**config.mk**
```make
export PLATFORM = sky130hd
export DESIGN_NAME = csp_master
export DESIGN_NICKNAME = d
export VERILOG_FILES = /design/src/csp_pkg.sv /design/src/csp_master.sv /design/src/csp_pin_sync.sv
export VERILOG_INCLUDE_DIRS = /design/src
export SDC_FILE = /design/constraint.sdc
export NUM_CORES = 1
export LEC_CHECK = 0
export ABC_AREA = 1
export BUFFER_PORTS_ARGS = -buffer_cell sky130_fd_sc_hd__buf_2
export CORE_ASPECT_RATIO = 1.4
export CORE_UTILIZATION = 59
export DETAILED_ROUTE_END_ITERATION = 16
export PLACE_DENSITY = 0.78
export SETUP_SLACK_MARGIN = 0.05
export SLEW_MARGIN = 20
export SYNTH_ARGS = -nofsm -noshare
export SYNTH_HDL_FRONTEND = slang
export SYNTH_SLANG_ARGS = --single-unit
export TNS_END_PERCENT = 20
```
**constraint.sdc**
```tcl
create_clock -name clk_sys -period 2.3 [get_ports clk_sys]
set_input_delay 0.46 -clock clk_sys [delete_from_list [all_inputs] [get_ports clk_sys]]
set_output_delay 0.46 -clock clk_sys [all_outputs]
set_load 0.05 [all_outputs]
```
**src/csp_defines.svh**
```systemverilog
`ifndef CSP_DEFINES_SVH
`define CSP_DEFINES_SVH

// ==========================================================
// bus addressing
`define CSP_SLAVE_ADDR 7'h09
`define CSP_DIR_WRITE 1'b0
`define CSP_DIR_READ 1'b1
`define CSP_MAKER_IDENTITY_REGISTER 8'h2E
`define CSP_PART_IDENTITY_REGISTER 8'h2F

// ==========================================================
// pin levels and enables
`define CSP_RELEASED 1'b1
`define CSP_DRIVEN 1'b0
`define CSP_PIN_LOW 1'b0
`define CSP_SYNC_IDLE 3'h7
`define CSP_LEVEL_HIGH 1'b1
`define CSP_RX_FILL 8'hFF

// ==========================================================
// byte layout
`define CSP_MSB 7
`define CSP_FIRST_BIT 4'h0
`define CSP_ACK_BIT 4'h8
`define CSP_BIT_STEP 4'h1

// ==========================================================
// timing
`define CSP_CNT_W 11
`define CSP_CNT_STEP 11'h001
`define CSP_CNT_ZERO 11'h000
`define CSP_CLK_PERIOD_NS 4
`define CSP_STD_RATE_KBPS 100
`define CSP_FAST_RATE_KBPS 400
`define CSP_STD_QTR_NS (1000000 / (4 * `CSP_STD_RATE_KBPS))
`define CSP_FAST_QTR_NS (1000000 / (4 * `CSP_FAST_RATE_KBPS))
`define CSP_STD_QTR_CYC ((`CSP_STD_QTR_NS + `CSP_CLK_PERIOD_NS - 1) / `CSP_CLK_PERIOD_NS)
`define CSP_FAST_QTR_CYC ((`CSP_FAST_QTR_NS + `CSP_CLK_PERIOD_NS - 1) / `CSP_CLK_PERIOD_NS)

`endif

```
**src/csp_pkg.sv**
```systemverilog
// ==========================================================
// shared types of the charger port master
package csp_pkg;
`include "csp_defines.svh"

   // ==========================================================
   // sequencer states
   typedef enum logic [3:0] {
      csp_idle, csp_start, csp_low, csp_rise, csp_high,
      csp_rs_low, csp_rs_rise, csp_rs_high,
      csp_p_low, csp_p_rise, csp_p_high, csp_p_done
   } csp_fsm_t;

   // byte currently on the bus
   typedef enum logic [2:0] {
      csp_seg_addr_w, csp_seg_reg, csp_seg_wlo, csp_seg_whi,
      csp_seg_addr_r, csp_seg_rlo, csp_seg_rhi
   } csp_seg_t;

   // register word, low byte goes first
   typedef struct packed {
      logic [`CSP_MSB:0] hi;
      logic [`CSP_MSB:0] lo;
   } csp_word_t;

   // one request from the user side
   typedef struct packed {
      logic rd;
      logic one_byte;
      logic [`CSP_MSB:0] reg_addr;
      csp_word_t wdata;
   } csp_cmd_t;

   // answer to a request
   typedef struct packed {
      logic nack;
      csp_word_t rdata;
   } csp_rsp_t;

   // whole state of the master
   typedef struct packed {
      csp_fsm_t fsm;
      csp_seg_t seg;
      logic [`CSP_CNT_W-1:0] cnt;
      logic [3:0] bitn;
      logic [`CSP_MSB:0] shreg;
      csp_cmd_t cmd;
      logic fast;
      logic scl_oe_n;
      logic sda_oe_n;
      logic pin_low;
      logic cmd_ready;
      logic bus_busy;
      logic rsp_valid;
      csp_rsp_t rsp;
   } csp_st_t;

   // pin synchroniser state
   typedef struct packed {
      logic [2:0] ff;
      logic level;
   } csp_sync_t;

endpackage : csp_pkg

```
**src/csp_master.sv**
```systemverilog
`timescale 1ns/100ps
`include "csp_defines.svh"

module csp_master
   import csp_pkg::*;
(
   input wire logic clk_sys,
   input wire logic reset,
   input wire logic fast_mode,
   input wire logic cmd_valid,
   input wire csp_cmd_t cmd,
   output logic cmd_ready,
   output logic rsp_valid,
   output csp_rsp_t rsp,
   output logic bus_busy,
   input wire logic scl_sense,
   output logic scl_drive,
   output logic scl_oe_n,
   input wire logic sda_sense,
   output logic sda_drive,
   output logic sda_oe_n
);

   // ==========================================================
   // pin synchronisers
   logic scl_lvl;
   logic sda_lvl;

   csp_pin_sync u_scl_sync (
      .clk_sys(clk_sys),
      .reset(reset),
      .pin(scl_sense),
      .level(scl_lvl)
   );

   csp_pin_sync u_sda_sync (
      .clk_sys(clk_sys),
      .reset(reset),
      .pin(sda_sense),
      .level(sda_lvl)
   );

   // ==========================================================
   // phase timing
   csp_st_t st;
   csp_st_t next_st;
   logic [`CSP_CNT_W-1:0] qtr;
   logic [`CSP_CNT_W-1:0] half;
   logic tx;
   logic ack_ours;

   // quarter and half bit marks for the chosen rate
   assign qtr = st.fast ? `CSP_CNT_W'(`CSP_FAST_QTR_CYC - 1)
                        : `CSP_CNT_W'(`CSP_STD_QTR_CYC - 1);
   assign half = st.fast ? `CSP_CNT_W'(2 * `CSP_FAST_QTR_CYC - 1)
                         : `CSP_CNT_W'(2 * `CSP_STD_QTR_CYC - 1);

   // direction of the current byte and our answer on received bytes
   assign tx = (st.seg != csp_seg_rlo) && (st.seg != csp_seg_rhi);
   assign ack_ours = (st.seg == csp_seg_rlo) && !st.cmd.one_byte;

   // byte that goes out for a given segment
   function automatic logic [`CSP_MSB:0] byte_for(input csp_seg_t seg,
                                                 input csp_cmd_t c);
      logic [`CSP_MSB:0] b;
      b = `CSP_RX_FILL;
      unique case (seg)
         csp_seg_addr_w: b = {`CSP_SLAVE_ADDR, `CSP_DIR_WRITE};
         csp_seg_reg: b = c.reg_addr;
         csp_seg_wlo: b = c.wdata.lo;
         csp_seg_whi: b = c.wdata.hi;
         csp_seg_addr_r: b = {`CSP_SLAVE_ADDR, `CSP_DIR_READ};
         csp_seg_rlo: b = `CSP_RX_FILL;
         csp_seg_rhi: b = `CSP_RX_FILL;
      endcase
      return b;
   endfunction : byte_for

   // ==========================================================
   // bus sequencer
   always_comb begin
      next_st = st;
      next_st.rsp_valid = 1'b0;
      unique case (st.fsm)
         // wait for a request on a free bus
         csp_idle: begin
            if (cmd_valid && st.cmd_ready && scl_lvl && sda_lvl) begin
               next_st.cmd = cmd;
               next_st.fast = fast_mode;
               next_st.rsp = '0;
               next_st.cmd_ready = 1'b0;
               next_st.bus_busy = 1'b1;
               next_st.seg = csp_seg_addr_w;
               next_st.sda_oe_n = `CSP_DRIVEN;
               next_st.cnt = `CSP_CNT_ZERO;
               next_st.fsm = csp_start;
            end
         end
         // data low with clock high, then clock low and load a byte
         csp_start: begin
            next_st.cnt = st.cnt + `CSP_CNT_STEP;
            if (st.cnt == half) begin
               next_st.scl_oe_n = `CSP_DRIVEN;
               next_st.shreg = byte_for(st.seg, st.cmd);
               next_st.bitn = `CSP_FIRST_BIT;
               next_st.cnt = `CSP_CNT_ZERO;
               next_st.fsm = csp_low;
            end
         end
         // clock low: set data at the quarter mark
         csp_low: begin
            next_st.cnt = st.cnt + `CSP_CNT_STEP;
            if (st.cnt == qtr) begin
               if (st.bitn == `CSP_ACK_BIT) begin
                  next_st.sda_oe_n = (!tx && ack_ours) ? `CSP_DRIVEN
                                                       : `CSP_RELEASED;
               end else begin
                  next_st.sda_oe_n = (tx && !st.shreg[`CSP_MSB]) ? `CSP_DRIVEN
                                                                : `CSP_RELEASED;
               end
            end
            if (st.cnt == half) begin
               next_st.scl_oe_n = `CSP_RELEASED;
               next_st.cnt = `CSP_CNT_ZERO;
               next_st.fsm = csp_rise;
            end
         end
         // released clock, wait while a slave holds it low
         csp_rise: begin
            if (scl_lvl) begin
               next_st.cnt = `CSP_CNT_ZERO;
               next_st.fsm = csp_high;
            end
         end
         // clock high: sample at the end, then choose what follows
         csp_high: begin
            next_st.cnt = st.cnt + `CSP_CNT_STEP;
            if (st.cnt == half) begin
               next_st.scl_oe_n = `CSP_DRIVEN;
               next_st.cnt = `CSP_CNT_ZERO;
               next_st.fsm = csp_low;
               if (st.bitn != `CSP_ACK_BIT) begin
                  next_st.shreg = {st.shreg[`CSP_MSB-1:0], sda_lvl};
                  next_st.bitn = st.bitn + `CSP_BIT_STEP;
               end else if (tx && sda_lvl) begin
                  next_st.rsp.nack = 1'b1;
                  next_st.fsm = csp_p_low;
               end else begin
                  next_st.bitn = `CSP_FIRST_BIT;
                  unique case (st.seg)
                     csp_seg_addr_w: begin
                        next_st.seg = csp_seg_reg;
                        next_st.shreg = byte_for(csp_seg_reg, st.cmd);
                     end
                     csp_seg_reg: begin
                        if (st.cmd.rd) begin
                           next_st.seg = csp_seg_addr_r;
                           next_st.fsm = csp_rs_low;
                        end else begin
                           next_st.seg = csp_seg_wlo;
                           next_st.shreg = byte_for(csp_seg_wlo, st.cmd);
                        end
                     end
                     csp_seg_wlo: begin
                        if (st.cmd.one_byte) begin
                           next_st.fsm = csp_p_low;
                        end else begin
                           next_st.seg = csp_seg_whi;
                           next_st.shreg = byte_for(csp_seg_whi, st.cmd);
                        end
                     end
                     csp_seg_whi: begin
                        next_st.fsm = csp_p_low;
                     end
                     csp_seg_addr_r: begin
                        next_st.seg = csp_seg_rlo;
                        next_st.shreg = byte_for(csp_seg_rlo, st.cmd);
                     end
                     csp_seg_rlo: begin
                        next_st.rsp.rdata.lo = st.shreg;
                        if (st.cmd.one_byte) begin
                           next_st.fsm = csp_p_low;
                        end else begin
                           next_st.seg = csp_seg_rhi;
                        end
                     end
                     csp_seg_rhi: begin
                        next_st.rsp.rdata.hi = st.shreg;
                        next_st.fsm = csp_p_low;
                     end
                  endcase
               end
            end
         end
         // repeated start: release data while clock low
         csp_rs_low: begin
            next_st.cnt = st.cnt + `CSP_CNT_STEP;
            if (st.cnt == qtr) begin
               next_st.sda_oe_n = `CSP_RELEASED;
            end
            if (st.cnt == half) begin
               next_st.scl_oe_n = `CSP_RELEASED;
               next_st.cnt = `CSP_CNT_ZERO;
               next_st.fsm = csp_rs_rise;
            end
         end
         csp_rs_rise: begin
            if (scl_lvl) begin
               next_st.cnt = `CSP_CNT_ZERO;
               next_st.fsm = csp_rs_high;
            end
         end
         // clock high, pull data low for the repeated start
         csp_rs_high: begin
            next_st.cnt = st.cnt + `CSP_CNT_STEP;
            if (st.cnt == half) begin
               next_st.sda_oe_n = `CSP_DRIVEN;
               next_st.cnt = `CSP_CNT_ZERO;
               next_st.fsm = csp_start;
            end
         end
         // stop: data low while clock low
         csp_p_low: begin
            next_st.cnt = st.cnt + `CSP_CNT_STEP;
            if (st.cnt == qtr) begin
               next_st.sda_oe_n = `CSP_DRIVEN;
            end
            if (st.cnt == half) begin
               next_st.scl_oe_n = `CSP_RELEASED;
               next_st.cnt = `CSP_CNT_ZERO;
               next_st.fsm = csp_p_rise;
            end
         end
         csp_p_rise: begin
            if (scl_lvl) begin
               next_st.cnt = `CSP_CNT_ZERO;
               next_st.fsm = csp_p_high;
            end
         end
         // clock high, data rises to make the stop
         csp_p_high: begin
            next_st.cnt = st.cnt + `CSP_CNT_STEP;
            if (st.cnt == half) begin
               next_st.sda_oe_n = `CSP_RELEASED;
               next_st.cnt = `CSP_CNT_ZERO;
               next_st.fsm = csp_p_done;
            end
         end
         // bus free time, then answer
         csp_p_done: begin
            next_st.cnt = st.cnt + `CSP_CNT_STEP;
            if (st.cnt == half) begin
               next_st.bus_busy = 1'b0;
               next_st.rsp_valid = 1'b1;
               next_st.cmd_ready = 1'b1;
               next_st.fsm = csp_idle;
            end
         end
         default: begin
            next_st.scl_oe_n = `CSP_RELEASED;
            next_st.sda_oe_n = `CSP_RELEASED;
            next_st.fsm = csp_idle;
         end
      endcase
   end

   // state register, both lines released after reset
   always_ff @(posedge clk_sys) begin
      if (reset) begin
         st <= '0;
         st.fsm <= csp_idle;
         st.scl_oe_n <= `CSP_RELEASED;
         st.sda_oe_n <= `CSP_RELEASED;
         st.pin_low <= `CSP_PIN_LOW;
         st.cmd_ready <= 1'b1;
      end else begin
         st <= next_st;
      end
   end

   // outputs straight from the state register
   assign cmd_ready = st.cmd_ready;
   assign rsp_valid = st.rsp_valid;
   assign rsp = st.rsp;
   assign bus_busy = st.bus_busy;
   assign scl_drive = st.pin_low;
   assign scl_oe_n = st.scl_oe_n;
   assign sda_drive = st.pin_low;
   assign sda_oe_n = st.sda_oe_n;

   // ==========================================================
   // checks
   idle_release_a: assert property (@(posedge clk_sys) disable iff (reset)
      st.fsm == csp_idle |-> st.scl_oe_n && st.sda_oe_n && !st.bus_busy)
      else $error("lines not released while idle");

   sda_stable_a: assert property (@(posedge clk_sys) disable iff (reset)
      $changed(st.sda_oe_n) && st.scl_oe_n
      |-> $past(st.fsm) inside {csp_idle, csp_rs_high, csp_p_high})
      else $error("data moved while clock high");

   start_drive_a: assert property (@(posedge clk_sys) disable iff (reset)
      cmd_valid && cmd_ready && scl_lvl && sda_lvl
      |=> !st.sda_oe_n && st.scl_oe_n && st.fsm == csp_start)
      else $error("start not issued on accept");

   stretch_wait_a: assert property (@(posedge clk_sys) disable iff (reset)
      st.fsm == csp_rise && !scl_lvl |=> st.fsm == csp_rise && st.scl_oe_n)
      else $error("clock stretch not honoured");

   high_time_a: assert property (@(posedge clk_sys) disable iff (reset)
      $fell(st.scl_oe_n) && $past(st.fsm) == csp_high |-> $past(st.cnt) == half)
      else $error("clock high phase wrong length");

   ack_release_a: assert property (@(posedge clk_sys) disable iff (reset)
      st.fsm == csp_high && st.bitn == `CSP_ACK_BIT && tx |-> st.sda_oe_n)
      else $error("data held on acknowledge pulse");

   last_nack_a: assert property (@(posedge clk_sys) disable iff (reset)
      st.fsm == csp_high && st.bitn == `CSP_ACK_BIT && !tx
      |-> st.sda_oe_n == !ack_ours)
      else $error("read acknowledge wrong");

   nack_stop_a: assert property (@(posedge clk_sys) disable iff (reset)
      st.fsm == csp_high && st.cnt == half && st.bitn == `CSP_ACK_BIT && tx && sda_lvl
      |=> st.fsm == csp_p_low && st.rsp.nack)
      else $error("no stop after refusal");

   addr_byte_a: assert property (@(posedge clk_sys) disable iff (reset)
      $past(st.fsm) == csp_start && st.fsm == csp_low
      |-> st.shreg == {`CSP_SLAVE_ADDR, st.seg == csp_seg_addr_r})
      else $error("address byte wrong");

   word_order_a: assert property (@(posedge clk_sys) disable iff (reset)
      $changed(st.seg) && st.seg == csp_seg_whi |-> $past(st.seg) == csp_seg_wlo)
      else $error("high byte not after low byte");

endmodule : csp_master

```
**src/csp_pin_sync.sv**
```systemverilog
`timescale 1ns/100ps
`include "csp_defines.svh"

// ==========================================================
// three stage pin synchroniser, level moves when stages 2 and 3 agree
module csp_pin_sync
   import csp_pkg::*;
(
   input wire logic clk_sys,
   input wire logic reset,
   input wire logic pin,
   output logic level
);

   csp_sync_t st;
   csp_sync_t next_st;

   // shift chain, first stage feeds only the second
   always_comb begin
      next_st = st;
      next_st.ff = {st.ff[1:0], pin};
      if (st.ff[1] == st.ff[2]) begin
         next_st.level = st.ff[2];
      end
   end

   // state register, bus idles high
   always_ff @(posedge clk_sys) begin
      if (reset) begin
         st.ff <= `CSP_SYNC_IDLE;
         st.level <= `CSP_LEVEL_HIGH;
      end else begin
         st <= next_st;
      end
   end

   assign level = st.level;

endmodule : csp_pin_sync

```
==> metrics.md, run 1 <==
| Metric | Value |
|---|---|
| Clock Tree Buf Depth | `2` |
| Largest net degree at the start of global routing | `46` |
| Ys async rst share | `0%` |
| Clock Tree Root | `clkbuf_16` |
| Crit-path cells | `inv_1, ha_1, nand2_1, nor2_1, nand2_1, nor2_2, nand2_1, inv_1, nand3_1, a21oi_1, nor2_1` |
| Via count | `5152` |
| Final net count | `865` |
| Pins Over Slew Limit | `0` |
| EDFF count, synth | `0` |
| Die width | `79.77 um` |
| RePlAce Congestion | `0.9511` |
| DRT iter0 DRCs | `399` |
| Routed wire per std cell | `13.75 um` |
| Post-Route Skew | `0.006722 ns` |
| Core Rows | `39` |
| DP Area | `0.005243 sq mm` |
| Top cell type by total area after synthesis | `dfxtp_1` |
| FILL cells | `744` |
| Vias in the first global route | `4710` |
| Top_reg_cell synth | `dfxtp_1` |
| Rel. slew slack | `56.79%` |
| Sink Count | `87` |
| Critical path's largest stage delay | `0.33 ns` |
| Share of layout cells above drive strength 1 | `14.29%` |
| CTS Buf Count | `9` |
| Syn Area/Cell | `6.308 sq um` |
| RSZ-0062 raised after global routing | `false` |
| Most used cell along the critical path | `nand2_1` |
| Routed vias/inst | `5.510` |
| Clock Latency Late Sink | `0.35 ns` |
| Post-route antenna net violation count | `0` |
| Global-route wire length before repair | `21.31 mm` |
| Worst Tran Pin Value | `0.6472 ns` |
| Gr ovfl total | `0` |
| Hold crit path type | `input port to register` |
| Yosys warns | `0` |
| Overall die area | `0.008845 sq mm` |
| Status | `complete, no violations` |
| Setup TNS | `0 ns` |
| CP max-delay cell | `dfxtp_1` |
| Hpwl dp | `9.448 mm` |
| Ranking of synthesized cells by area | `dfxtp_1 (35%), nand2_1 (16%), nor2_1 (8.6%)` |
| Fin. Hold Viols | `0` |
| Initial antenna violation count | `0` |
| Std-Cell Core Area | `0.008198 sq mm` |
| Worst setup EP type | `register` |
| Layout area overhead | `11.09%` |
| Tot GR Track Use | `30.13%` |
| Post-synth cell types | `36` |
| Clk pin slew, worst setup/hold paths | `0.07 ns` |
| Crit Path Max Fanout | `7` |
| Max Clk Rate | `0.4973 GHz` |
| Yosys reg bits | `87` |
| Kind of critical path | `register to register` |
| Post-synthesis cell count | `792` |
| Total wire length | `12.86 mm` |
| MaxCap Viol Count | `0` |
| Mapped cell area | `0.004996 sq mm` |
| Data arrival, critical path | `2.25 ns` |
| Register area share after synthesis | `34.86%` |
| Post-CTS Setup Inserts | `0` |
| Chip Height | `110.9 um` |
| Area of the multi-input gates | `0.002699 sq mm` |
| Post-synth top area share | `34.86%` |
| # IOs | `56` |
| # DRC | `0` |
| CTS H-tree depth | `3` |
| PD cells | `1013 mW/mm^2` |
| Final setup violation count | `0` |
| First-pass DRT Iterations | `5` |
| TritonCTS clock tree | `done` |
| Critical Path Start Type | `register` |
| Starting Density | `60.94%` |
| Design area | `0.005550 sq mm` |
| Final Cycle Share | `87.43%` |
| Sequential Area | `0.001743 sq mm` |
| Post-CTS Hold Fix Bufs | `0` |
| Fin crit period | `2.011 ns` |
| Antenna diodes | `0` |
| Pleak | `2.546 nW` |
| I/O Buffers | `53` |
| CP required | `2.54 ns` |
| Peak VDD IR | `910.1 uV` |
==> critical path, delay by kind of cell, from the launching register on <==
family	cells	cell delay [ns]
AO/OA/AOI/OAI	1	0.23
adder cells (fa/ha/maj)	1	0.15
buffers and inverters	2	0.24
flip-flops	1	0.33
AND/OR/NAND/NOR	7	0.95
==> layer usage <==
layer | up-vias | track usage [%] | share of wire [%]
li1 | 2597 | - | -
met1 | 2326 | 36.18 | 43
met2 | 193 | 52.25 | 49
met3 | 36 | 4.856 | 5.2
met4 | 0 | 12.26 | 2.9
met5 | - | 0 | 0
==> sequential cells by signal, summed over array words and instances, names as in the netlist <==
signal              count
u_scl_sync.st           1
u_scl_sync.level        1
cmd_ready               1
u_sda_sync.st           1
sda_oe_n                1
scl_oe_n                1
u_sda_sync.next_st      2
rsp                    17
u_sda_sync.level        1
bus_busy                1
st                     57
u_scl_sync.next_st      2
rsp_valid               1
==> where the power goes <==
| group | internal (W) | total, W | switching, W |
|---|---|---|---|
| logic | 0.000622 | 0.00216 | 0.00154 |
| clock network | 0.000855 | 0.00151 | 0.000657 |
| registers | 0.00174 | 0.00195 | 0.000206 |
| total | 0.00322 | 0.00562 | 0.00240 |
==> cell usage after synthesis, types with 3 or more instances <==
| library cell | instances |
|---|---|
| buf_2 | 6 |
| or2_2 | 6 |
| nand2_2 | 4 |
| nor2_2 | 6 |
| o211ai_1 | 4 |
| clkbuf_1 | 15 |
| a21oi_4 | 3 |
| nand2_1 | 207 |
| nand4_1 | 7 |
| inv_2 | 10 |
| o21ai_1 | 11 |
| a21oi_1 | 62 |
| nor3_1 | 8 |
| nand3_1 | 79 |
| buf_4 | 20 |
| nor2_1 | 115 |
| xor2_1 | 4 |
| dfxtp_1 | 87 |
| inv_1 | 72 |
| o21ai_0 | 43 |
| ha_1 | 5 |
==> worst paths after layout <==
path	start	end	slack [ns]	cells past startpoint
worst max-delay path	st[63]	st[54]	0.29	11
worst min-delay path	sda_sense	u_sda_sync.next_st[2]	0.30	2
worst max register to register	st[63]	st[54]	0.29	11
worst min register to register	u_sda_sync.next_st[2]	u_sda_sync.next_st[3]	0.42	1
==> per-stage QoR <==
stage | hold WS, ns | setup slack, ns | util (%) | power (W) | std cells
global route | 0.2946 | 0.08663 | 67.70 | 0.005967 | 935
CTS | 0.2907 | 0.2339 | 67.66 | 0.005600 | 935
detailed placement | 0.3951 | 0.2785 | 63.95 | 0.004085 | 919
floorplan | 0.3895 | 0.6113 | - | 0.003548 | 793
global placement | 0.3934 | 0.3405 | 63.95 | 0.004049 | 919
finish | 0.2968 | 0.2891 | 67.70 | 0.005621 | 935
==> final cells by class <==
| class | count | share of cell area (%) |
|---|---|---|
| repair buffers | 66 | 6.537 |
| clock inverters | 7 | 1.420 |
| flip-flops and latches | 87 | 31.40 |
| multi-input cells | 581 | 48.62 |
| clock buffers | 9 | 4.058 |
| well taps | 102 | 2.299 |
| inverters | 83 | 5.658 |
==> repair_timing <==
action                                  in CTS  in global routing
gates resized for setup                      0                  2
endpoints found under the hold margin        0                  0
endpoints found under the setup margin       0                  9
==> logic make-up after synthesis <==
group / count (synthesis) / synth area share, %
adder cells (fa/ha/maj): 5 / 1.252
other: 1 / 0.07506
flip-flops: 87 / 34.86
buffers and inverters: 125 / 11.24
XOR/XNOR: 4 / 0.7012
AND/OR/NAND/NOR: 438 / 37.34
AO/OA/AOI/OAI: 132 / 14.53
==> cell usage in the layout (no fill, tap or decap), drive strengths merged, types with 5 or more instances in the layout <==
cell	instances
ha	5
nand3	81
buf	66
clkbuf	9
a21oi	65
nor3	8
o21ai	54
dfxtp	87
nand2	211
inv	86
nor2	124
nand4	7
or2	6
(Power assumes the default switching activity.)
==> run 2, diff against run 1 <==
--- a/config.mk
+++ b/config.mk
@@ -16,5 +16,6 @@
 export SLEW_MARGIN = 20
 export SYNTH_ARGS = -nofsm -noshare
 export SYNTH_HDL_FRONTEND = slang
+export SYNTH_HIERARCHICAL = 1
 export SYNTH_SLANG_ARGS = --single-unit
 export TNS_END_PERCENT = 20
==> run 2 against run 1 <==
Global-route usage fell by 0.51 points. Cell count is 0.96% higher. Sequential share of layout area is 0.16 points lower. Register-to-register slack about the same. Power is 9.2% higher. Worst hold slack worse by 0.0050 ns. Setup slack lost 0.011 ns. First-iteration DRC count down 4.3%. Synthesized area rose by 1.8%. Wire length shrank 1.1%. Sequential power rose by 6%. Combinational power grew 26%. Critical path type unchanged.
==> metrics.md, run 2 <==
| Metric | Value |
|---|---|
| Layout area overhead | `9.648%` |
| Final Power | `0.006140 W` |
| Crit Path Max Fanout | `10` |
| Ys async rst share | `0%` |
| Pleak | `2.692 nW` |
| Vias in the first global route | `4615` |
| Sink Count | `87` |
| # DRC | `0` |
| DRT iter0 DRCs | `382` |
| Setup TNS | `0 ns` |
| Top reg by flops | `st` |
| Crit path buf inv count | `1` |
| CTS Buf Count | `9` |
| Hpwl dp | `9.236 mm` |
| Crit-path cells | `nor2_2, nand2_4, nor2_4, nor2_1, nand3_2, inv_4, nand2_2, nand2_2, nor3b_2` |
| Post-synth top area share | `34.26%` |
| R2r setup slk | `0.28 ns` |
| Share of layout cells above drive strength 1 | `13.66%` |
| Launch point of the critical path | `st[79]` |
| Fin crit period | `2.022 ns` |
| Most frequent cells in the layout | `nand2_1 (215), nor2_1 (116), dfxtp_1 (87)` |
| Routed wire per std cell | `13.47 um` |
| Post-synth top cells | `nand2_1 (215), nor2_1 (116), dfxtp_1 (87)` |
| RR Startpoint | `st[79]` |
| Post-CTS Hold Fix Bufs | `0` |
| Data arrival, critical path | `2.28 ns` |
| Gr ovfl total | `0` |
| Chip Height | `111.8 um` |
| Peak VDD IR | `724.3 uV` |
| Syn Area/Cell | `6.331 sq um` |
| RePlAce Congestion | `0.9193` |
| Via count | `5098` |
| Clk pin slew, worst setup/hold paths | `0.06 ns` |
| CP max-delay cell | `dfxtp_1` |
| Post-route antenna net violation count | `0` |
| Post-synthesis cell count | `803` |
| Yosys warns | `6` |
| Tot GR Track Use | `29.62%` |
| Most common cell in the netlist | `nand2_1` |
| Post-synth cell types | `38` |
| Endpoint, Worst Hold | `u_scl_sync/next_st[2]` |
| Total wire length | `12.72 mm` |
| Min-Delay Path Depth | `2` |
| Post-Route Skew | `0.005163 ns` |
| Mapped cell area | `0.005084 sq mm` |
| Pins Over Slew Limit | `0` |
| Fin. Hold Viols | `0` |
| Antenna diodes | `0` |
| Ranking of synthesized cells by area | `dfxtp_1 (34%), nand2_1 (16%), nor2_1 (8.6%)` |
| Critical Path Start Type | `register` |
| Core Rows | `39` |
| Critical path's largest stage delay | `0.41 ns` |
| PD cells | `1102 mW/mm^2` |
| Die width | `80.45 um` |
| Clock Tree Root | `clkbuf_16` |
| Global-route wire length before repair | `20.89 mm` |
| First-pass DRT Iterations | `5` |
| Status | `complete, no violations` |
| Post-CTS Setup Inserts | `0` |
| Yosys reg bits | `87` |
| R2r endpoint | `st[68]` |
| R2R depth | `9` |
| RSZ-0062 raised after global routing | `false` |
| Largest net degree at the start of global routing | `53` |
| Most used cell along the critical path | `nand2_2` |
| I/O Buffers | `53` |
| CP required | `2.56 ns` |
| Starting Density | `61.64%` |
| Final setup violation count | `0` |
| Register area share after synthesis | `34.26%` |
| Kind of critical path | `register to register` |
| Post-cts sizing count | `0` |
| Cell family with most CP delay | `simple AND/OR/NAND/NOR gates` |
| TritonCTS clock tree | `done` |
| Max Clk Rate | `0.4946 GHz` |
| Rel. slew slack | `62.93%` |
| # IOs | `56` |
| Top_reg_cell synth | `dfxtp_1` |
| CTS H-tree depth | `3` |
| Worst Tran Pin Value | `0.5539 ns` |
| Clock Latency Late Sink | `0.34 ns` |
| MaxCap Viol Count | `0` |
| Top cell type by total area after synthesis | `dfxtp_1` |
| Hold_sp | `scl_sense` |
| Largest register FFs | `57` |
| Clock Tree Buf Depth | `2` |
| EDFF count, synth | `0` |
| Hold crit path type | `input port to register` |
| Std-Cell Core Area | `0.008247 sq mm` |
| Worst setup EP type | `register` |
| Routed vias/inst | `5.400` |
| Final net count | `875` |
| Overall die area | `0.008997 sq mm` |
| Final Cycle Share | `87.90%` |
| Commonest non-fill, non-tap cell in the layout | `nand2_1` |
| Initial antenna violation count | `0` |
[run 2: cell count changes in the layout (fill, tap and decap cells not counted), moves of 8 or more]
cell	delta
o21ai_0	+11
inv_1	+9
nand3_1	-8
a21oi_1	-13
o21ai_1	-9
nand2_1	+8
[run 2: cell families after synthesis]
family | after synthesis | synth area share [%]
AO/OA/AOI/OAI | 122 | 13.04
XOR/XNOR | 3 | 0.5170
adder cells (fa/ha/maj) | 5 | 1.231
buffers and inverters | 133 | 11.96
flip-flops | 87 | 34.26
other | 1 | 0.07377
AND/OR/NAND/NOR | 452 | 38.91
[run 2: per-stage QoR]
| stage | setup slack (ns) | instance area (sq um) | util (%) | instances | hold WS [ns] |
|---|---|---|---|---|---|
| final | 0.2783 | 5574 | 67.59 | 944 | 0.2918 |
| after global routing | 0.09607 | 5574 | 67.59 | 944 | 0.2905 |
| after CTS | 0.2138 | 5565 | 67.49 | 943 | 0.2839 |
| after detailed placement | 0.2357 | 5291 | 64.16 | 928 | 0.4024 |
| after global placement | 0.3321 | 5291 | 64.16 | 928 | 0.3993 |
| after floorplan | 0.4971 | 5087 | - | 804 | 0.3854 |
[run 2: worst max path at each step]
stage               slack [ns]       to  cells past startpoint
finish                    0.28   st[68]                      9
global route               0.1   st[53]                     10
CTS                       0.21   rsp[5]                     11
detailed placement        0.24   rsp[5]                     11
global placement          0.33  rsp[15]                     11
floorplan                 0.50   st[68]                      9
[run 2: layout make-up]
type	count	area, sq um
multi-input combinational	585	2746
fill	761	2673
sequential	87	1742
inverter	93	351.6
timing repair buffer	62	332.8
clock buffer	10	239.0
tap	102	127.6
clock inverter	5	35.03
[run 2: metal layers]
| layer | global-route usage [%] | part of all wire (%) |
|---|---|---|
| met1 | 37.28 | 43 |
| met2 | 48.19 | 48 |
| met3 | 6.230 | 5.7 |
| met4 | 12.50 | 2.8 |
| met5 | 0 | 0 |
[run 2: worst reg2reg max path, stage by stage (launching register included)]
cell	delay, ns
dfxtp_1	0.41
nor2_2	0.29
nand2_4	0.12
nor2_4	0.23
nor2_1	0.10
nand3_2	0.22
inv_4	0.10
nand2_2	0.11
nand2_2	0.14
nor3b_2	0.23
[run 2: report_power, final]
part	internal, W	leakage, nW	switching [W]
Clock	0.000754	0.134	0.000600
Sequential	0.00181	0.712	0.000246
Combinational	0.000817	1.85	0.00191
